## src/rtl/lldram_pin_map.vh

```
`ifndef LLDRAM_PIN_MAP_VH
`define LLDRAM_PIN_MAP_VH
`define CMD_READ 2'h0
`define CMD_WRITE 2'h1
`define CMD_RENEW 2'h2
`define CMD_CONFIG 2'h3
`define CFG_ZQ_BIT 8
`define CFG_RESET 21'h00_0000
`define RD_LATENCY 4'h4
`define MRS_WAIT_CYC 4'h6
`define W_X9 2'h0
`define W_X18 2'h1
`define W_X36 2'h2
`endif

```

## src/rtl/edge_finder.v

```verilog
`timescale 1ns/1ps
`default_nettype none
module edge_finder (
   // Clock and reset
   input wire mclk_i,
   input wire arst_n_i,
   // Outside level
   input wire level_i,
   // Synchronised level and edges
   output reg level_o,
   output wire rise_o,
   output wire fall_o
);
   reg meta;
   always @(posedge mclk_i or negedge arst_n_i) begin
      if (!arst_n_i) begin
         meta <= 1'b0;
         level_o <= 1'b0;
      end else begin
         meta <= level_i;
         level_o <= meta;
      end
   end
   reg prev;
   always @(posedge mclk_i or negedge arst_n_i) begin
      if (!arst_n_i) begin
         prev <= 1'b0;
      end else begin
         prev <= level_o;
      end
   end
   assign rise_o = level_o & ~prev;
   assign fall_o = ~level_o & prev;
endmodule
`default_nettype wire

```

## src/rtl/lldram_pin_if.v

```verilog
`timescale 1ns/1ps
`default_nettype none
`include "lldram_pin_map.vh"
module lldram_pin_if #(
   parameter AW = 21,
   parameter DW = 36,
   parameter DEPTH = 64
) (
   // Clock and reset
   input wire mclk_i,
   input wire arst_n_i,
   // Width strap
   input wire [1:0] width_sel_i,
   // Command clock and command pins
   input wire cmd_clock_i,
   input wire cmd_clock_complement_i,
   input wire chip_sel_n_i,
   input wire write_cmd_n_i,
   input wire renew_cmd_n_i,
   input wire [AW-1:0] location_inputs_i,
   input wire [2:0] bank_select_i,
   // Write strobes and mask
   input wire [1:0] write_strobe_i,
   input wire [1:0] write_strobe_complement_i,
   input wire write_mask_i,
   // Data pins
   input wire [DW-1:0] data_io_i,
   output reg [DW-1:0] data_io_o,
   output reg data_io_oe_n_o,
   // Read strobes and valid
   output reg [1:0] read_strobe_o,
   output reg [1:0] read_strobe_complement_o,
   output reg read_valid_o,
   // Drive reference status
   output reg fixed_drive_ref_o
);
   function [DW-1:0] width_mask;
      input [1:0] w;
      begin
         if (w == `W_X9) begin
            width_mask = {{(DW-9){1'b0}}, 9'h1ff};
         end else if (w == `W_X18) begin
            width_mask = {{(DW-18){1'b0}}, 18'h3_ffff};
         end else begin
            width_mask = {DW{1'b1}};
         end
      end
   endfunction
   function [3:0] burst_len;
      input [1:0] w;
      begin
         if (w == `W_X9) begin
            burst_len = 4'h2;
         end else if (w == `W_X18) begin
            burst_len = 4'h4;
         end else begin
            burst_len = 4'h8;
         end
      end
   endfunction
   function [AW-1:0] loc_mask;
      input [1:0] w;
      begin
         if (w == `W_X36) begin
            loc_mask = {2'h0, {(AW-2){1'b1}}};
         end else if (w == `W_X18) begin
            loc_mask = {1'b0, {(AW-1){1'b1}}};
         end else begin
            loc_mask = {AW{1'b1}};
         end
      end
   endfunction
   // Synchronisers for all pins but the width strap and the two complement inputs
   wire ck_lvl, ck_rise, ck_fall;
   wire dk0_lvl, dk0_rise, dk0_fall;
   wire dk1_lvl, dk1_rise, dk1_fall;
   edge_finder u_ck (.mclk_i(mclk_i), .arst_n_i(arst_n_i), .level_i(cmd_clock_i),
      .level_o(ck_lvl), .rise_o(ck_rise), .fall_o(ck_fall));
   edge_finder u_dk0 (.mclk_i(mclk_i), .arst_n_i(arst_n_i), .level_i(write_strobe_i[0]),
      .level_o(dk0_lvl), .rise_o(dk0_rise), .fall_o(dk0_fall));
   edge_finder u_dk1 (.mclk_i(mclk_i), .arst_n_i(arst_n_i), .level_i(write_strobe_i[1]),
      .level_o(dk1_lvl), .rise_o(dk1_rise), .fall_o(dk1_fall));
   reg [AW+3+3+DW:0] p_meta, p_sync;
   always @(posedge mclk_i or negedge arst_n_i) begin
      if (!arst_n_i) begin
         p_meta <= {(AW+DW+7){1'b0}};
         p_sync <= {(AW+DW+7){1'b0}};
      end else begin
         p_meta <= {write_mask_i, data_io_i, bank_select_i, chip_sel_n_i, write_cmd_n_i,
            renew_cmd_n_i, location_inputs_i};
         p_sync <= p_meta;
      end
   end
   wire [AW-1:0] s_loc = p_sync[AW-1:0];
   wire s_ref_n = p_sync[AW];
   wire s_we_n = p_sync[AW+1];
   wire s_cs_n = p_sync[AW+2];
   wire [2:0] s_bank = p_sync[AW+5:AW+3];
   wire [DW-1:0] s_dq = p_sync[AW+DW+5:AW+6];
   wire s_dm = p_sync[AW+DW+6];
   reg [1:0] width;
   reg width_taken;
   reg [AW-1:0] cfg;
   reg [DW-1:0] mem [0:DEPTH-1];
   // Command capture
   localparam ST_IDLE = 2'h0;
   localparam ST_READ = 2'h1;
   localparam ST_WRITE = 2'h2;
   reg [1:0] state;
   reg [3:0] words;
   reg [3:0] lat;
   reg [5:0] ptr;
   reg [DW-1:0] rd_word;
   reg rd_launch;
   wire [AW-1:0] loc_used = s_loc & loc_mask(width);
   wire [5:0] base = loc_used[5:0] ^ {s_bank, 3'h0};
   wire cmd_ok = ck_rise && !s_cs_n;
   wire [1:0] cmd = (!s_we_n && s_ref_n) ? `CMD_WRITE :
      (s_we_n && !s_ref_n) ? `CMD_RENEW :
      (!s_we_n && !s_ref_n) ? `CMD_CONFIG : `CMD_READ;
   wire wr_edge = (width == `W_X36) ? (dk1_rise | dk1_fall) : (dk0_rise | dk0_fall);
   wire [DW-1:0] wmask = width_mask(width);
   always @(posedge mclk_i or negedge arst_n_i) begin
      if (!arst_n_i) begin
         width <= `W_X9;
         width_taken <= 1'b0;
         cfg <= `CFG_RESET;
         state <= ST_IDLE;
         words <= 4'h0;
         lat <= 4'h0;
         ptr <= 6'h00;
         rd_word <= {DW{1'b0}};
         rd_launch <= 1'b0;
         fixed_drive_ref_o <= 1'b1;
      end else begin
         // Launch flag stands until the next command clock edge puts the word out
         if (ck_rise || ck_fall) begin
            rd_launch <= 1'b0;
         end
         if (!width_taken) begin
            width <= width_sel_i;
            width_taken <= 1'b1;
         end
         fixed_drive_ref_o <= ~cfg[`CFG_ZQ_BIT];
         if (cmd_ok && cmd == `CMD_CONFIG) begin
            cfg <= s_loc;
         end
         case (state)
            ST_IDLE: begin
               if (cmd_ok && cmd == `CMD_READ) begin
                  state <= ST_READ;
                  ptr <= base;
                  lat <= `RD_LATENCY;
                  words <= burst_len(width);
               end else if (cmd_ok && cmd == `CMD_WRITE) begin
                  state <= ST_WRITE;
                  ptr <= base;
                  words <= burst_len(width);
               end
            end
            ST_READ: begin
               // Runs on regardless of chip select
               if (lat != 4'h0) begin
                  if (ck_rise || ck_fall) begin
                     lat <= lat - 4'h1;
                  end
               end else if (ck_rise || ck_fall) begin
                  rd_word <= mem[ptr] & wmask;
                  rd_launch <= 1'b1;
                  ptr <= ptr + 6'h01;
                  words <= words - 4'h1;
                  if (words == 4'h1) begin
                     state <= ST_IDLE;
                  end
               end
            end
            ST_WRITE: begin
               if (wr_edge) begin
                  ptr <= ptr + 6'h01;
                  words <= words - 4'h1;
                  if (words == 4'h1) begin
                     state <= ST_IDLE;
                  end
               end
            end
            default: begin
               state <= ST_IDLE;
            end
         endcase
      end
   end
   always @(posedge mclk_i) begin
      if (state == ST_WRITE && wr_edge && !s_dm) begin
         mem[ptr] <= s_dq & wmask;
      end
   end
   // Read strobes follow the command clock continuously, except strobe 1, which is held low in x9 mode
   always @(posedge mclk_i or negedge arst_n_i) begin
      if (!arst_n_i) begin
         read_strobe_o <= 2'h0;
         read_strobe_complement_o <= 2'h3;
         read_valid_o <= 1'b0;
         data_io_o <= {DW{1'b0}};
         data_io_oe_n_o <= 1'b1;
      end else begin
         read_strobe_o <= (width == `W_X9) ? {1'b0, ck_lvl} : {ck_lvl, ck_lvl};
         read_strobe_complement_o <= (width == `W_X9) ? {1'b1, ~ck_lvl} : {~ck_lvl, ~ck_lvl};
         if (ck_rise || ck_fall) begin
            read_valid_o <= rd_launch;
            data_io_oe_n_o <= ~rd_launch;
            if (rd_launch) begin
               data_io_o <= rd_word;
            end
         end
      end
   end
endmodule
`default_nettype wire

```

## config.mk

```make
export PLATFORM = sky130hd
export DESIGN_NAME = lldram_pin_if
export DESIGN_NICKNAME = d
export VERILOG_FILES = /design/src/rtl/edge_finder.v /design/src/rtl/lldram_pin_if.v
export VERILOG_INCLUDE_DIRS = /design/src /design/src/rtl
export SDC_FILE = /design/constraint.sdc
export NUM_CORES = 2
export LEC_CHECK = 0
export BUFFER_PORTS_ARGS = -buffer_cell sky130_fd_sc_hd__buf_4
export CORE_UTILIZATION = 59
export CTS_BUF_LIST = sky130_fd_sc_hd__clkbuf_8
export DETAILED_ROUTE_END_ITERATION = 16
export PLACE_DENSITY = 0.78
export RECOVER_POWER = 100
export SYNTH_ARGS = -nofsm -noshare
export SYNTH_HDL_FRONTEND = slang
export SYNTH_SLANG_ARGS = --single-unit
```

## constraint.sdc

```tcl
create_clock -name mclk_i -period 3.6 [get_ports mclk_i]
set_clock_uncertainty 0.15 [all_clocks]
set_input_delay 0.72 -clock mclk_i [delete_from_list [all_inputs] [get_ports mclk_i]]
set_output_delay 0.72 -clock mclk_i [all_outputs]
set_load 0.1 [all_outputs]
```

==> impl_metrics.tcl <==
set metrics [dict create \
    status "finished, violations left" \
    violations "capacitance limit, slew limit" \
    worst_pin_slew_ns 2.797 \
    grt.met3_usage 0.05696 \
    yosysSeqAreaShare 0.7766 \
    grt_max_degree 120 \
    synth_fa_ha_area_frac 0.001176 \
    synthFlopType "edfxtp_1" \
    wl_per_cell_microns 29.95 \
    synth.distinct_cells 73 \
    grt_overflow 0 \
    synth_cells 5270 \
    clk-insertion-delay-late_ns 1.10 \
    postLayoutSetupSlackWorst_ns 0.01357 \
    die-area_sq_um 164000 \
    synth_area_leaders "edfxtp_1 72%, dfrtp_1 5.3%, mux2i_1 4.9%" \
    drtPass1Iterations 6 \
    clock-root-buffer "clkbuf_8" \
    synth_area_leader_cell "edfxtp_1" \
    nFillCells 10089 \
    synth_compound_area_frac 0.09847 \
    top_usage_layer "met2" \
    synthMuxAreaShare 0.07415 \
    fmax_mhz 278.8 \
    synthArstFlopShare 0.08280 \
    first_global_vias 54940 \
    cts_buffers 387 \
    utilization 0.6704 \
    end_kind "flip-flop" \
    cpPeakStageDelay_ns 0.77 \
    drc 0 \
    synth_seq_cells 2512 \
    synth_edf_count 2304 \
    worstPathArrival_ns 4.38 \
    yosys.area_share.simple 0.02781 \
    hold_viol_final 0 \
    ir_worst_vdd_mv 0.5815 \
    maxCapViolations 10 \
    core_sq_um 160900 \
    io_pins 117 \
    grt.met2_usage 0.4682 \
    drt_iter0_markers 7184 \
    required_ns 4.39 \
    grt_usage 0.3003 \
    syn_to_final_growth_pct 12.62 \
    leakagePower_nw 36.81 \
    report.final.slew_viol_count 664 \
    path_class "flip-flop to flip-flop" \
    synth_fp_nets 5353 \
    totalWireLength_mm 245.3 \
    startpoint_type "flip-flop" \
    pre_cts_slack_ns -0.2406 \
    place_congestion 0.8515 \
    timing.final.crit_share 0.9962 \
    grt_pass1_wl_mm 357.6 \
    holdWs_ns 0.1235 \
    path_cells "buf_4 -> nor2_4 -> buf_8 -> a31oi_1 -> a31oi_1 -> a2111o_1 -> a2111oi_1 -> buf_4 -> o21ai_1" \
    die_y_microns 404.9 \
    avgSynthCellArea_sq_um 18.18 \
    io_buffers 99 \
    ant_nets 0 \
    vias 55245 \
    synth_top_family_by_area "compound AO/OA/AOI/OAI gates" \
    hpwl_mm 140.6 \
    crit_buf_inv 3 \
    synth_top_area_share 0.7223 \
    rsz0062_at_grt "no" \
    cp_max_fo 46 \
    clk_path_buf_depth 4 \
    min_path_type "input pin to flip-flop" \
    slowest_stage "dfrtp_4" \
    cts_max_level 5 \
    antenna_found_initial 4 \
    start_util 0.5952 \
    clk_pin_slew_ns 0.08 \
    fin_crit_ns 3.586 \
    cts_sinks 2512 \
    synth_xor_area_frac 0.0004572 \
    synth_warnings 0 \
    netlist_area_sq_um 95790 \
    relSlewSlack -0.8645 \
    num_rows 147 \
    drive_above_1_share 0.1775 \
    tns_ns 0 \
    power_density_nw_per_um2 724.5 \
    setup_viol 0 \
    die_w_microns 404.9 \
    critPathTopFamily "compound AO/OA/AOI/OAI gates" \
    final_nets 5827 \
    cts_tree "done" \
    viasPerCell 6.746 \
    use_met1 0.4067 \
]
registers in the layout (all words and copies together) (netlist names), 2 cells and up, named ones only:
name / count
read_strobe_complement_o: 2
data_io_o: 36
state: 2
words: 4
rd_word: 36
ptr: 6
p_sync: 50
width: 2
p_meta: 50
mem: 2304
lat: 4
read_strobe_o: 2
kinds of logic (layout without fill, tap and decap cells):
kind of cell / count (synthesis) / in the layout
DFF: 2512 / 2512
AOI/OAI and AO/OA: 1212 / 1212
muxes: 623 / 623
and+or+nand+nor: 500 / 500
buffers and inverters: 408 / 1165
adders and majority gates: 9 / 9
xor gates and xnor gates: 5 / 5
other: 1 / 3
metal layers:
metal,vias to the layer above,share of wire
met4,0,0.055
met1,27666,0.36
li1,22777,-
met5,-,0
met3,782,0.12
met2,4020,0.47
per-stage QoR:
step	area [sq um]	std cells	power, mW
2_1_floorplan	95790	5270	48.15
3_3_place_gp	101400	7458	56.25
3_5_place_dp	101400	7458	56.75
4_1_cts	108900	8186	78.01
5_1_grt	107900	8188	80.54
6_report	107900	8189	78.17
cell usage after synthesis, drive strengths merged, types with 9 or more instances:
master	instances
a22oi	42
o221ai	9
a2111oi	25
mux4	60
a31oi	119
a41oi	24
clkbuf	163
a22o	16
nor2b	70
a2111o	23
o22ai	95
nor4b	47
ha	9
nor3	10
nand3	69
mux2i	470
buf	225
inv	20
a221o	14
o22a	174
nand2	90
o21a	76
o21ai	122
edfxtp	2304
nor2	138
and4	23
dfrtp	204
a221oi	327
and2	25
a21oi	36
mux2	93
a32oi	51
cell usage in the layout, fill, tap and decap left out, types with 96 or more instances in the layout:
cell and count:
a221oi_1 327, a31oi_1 119, buf_4 129, clkbuf_4 96, clkbuf_8 417, dfrtp_1 201, edfxtp_1 2304, inv_1 156
mux2i_1 470, nor2_1 107, o22a_1 174
cell type report:
class                      instances  area [sq um]  share of cell area
clock buffer                     417          5739             0.05320
multi-input combinational       2350         19750              0.1831
inverter                          20         82.58           0.0007654
tap                             2160          2703             0.02505
antenna                            2         5.005          0.00004639
clock inverter                   255          1171             0.01086
timing repair buffer             473          4026             0.03732
sequential                      2512         74410              0.6897
power breakdown:
| part | leakage (nW) | switching (mW) | internal (mW) | total [mW] |
|---|---|---|---|---|
| combinational | 9.23 | 14.8 | 8.79 | 23.6 |
| clock | 4.07 | 10.5 | 11.0 | 21.5 |
| sequential | 23.5 | 0.519 | 32.5 | 33.0 |
| total | 36.8 | 25.9 | 52.3 | 78.2 |
final timing paths:
path | end | slack [ns] | start | depth (start not counted)
max in group asynchronous | ptr[2] | 0.46 | arst_n_i | 2
max | rd_word[22] | 0.01 | ptr[1] | 9
min in group asynchronous | lat[2] | 0.89 | arst_n_i | 2
min | p_meta[55] | 0.12 | data_io_i[28] | 2
max reg2reg | rd_word[22] | 0.01 | ptr[1] | 9
min reg2reg | p_sync[0] | 0.15 | p_meta[0] | 0
what timing repair did:
action / in CTS / in global routing
hold buffers: 56 / 0
gates resized for setup: 4 / 1
cloned: 0 / 0
endpoints found under the setup margin: 3 / 1
hold endpoints to repair: 166 / 0
buffers inserted: 0 / 1
(Power assumes the default switching activity.)
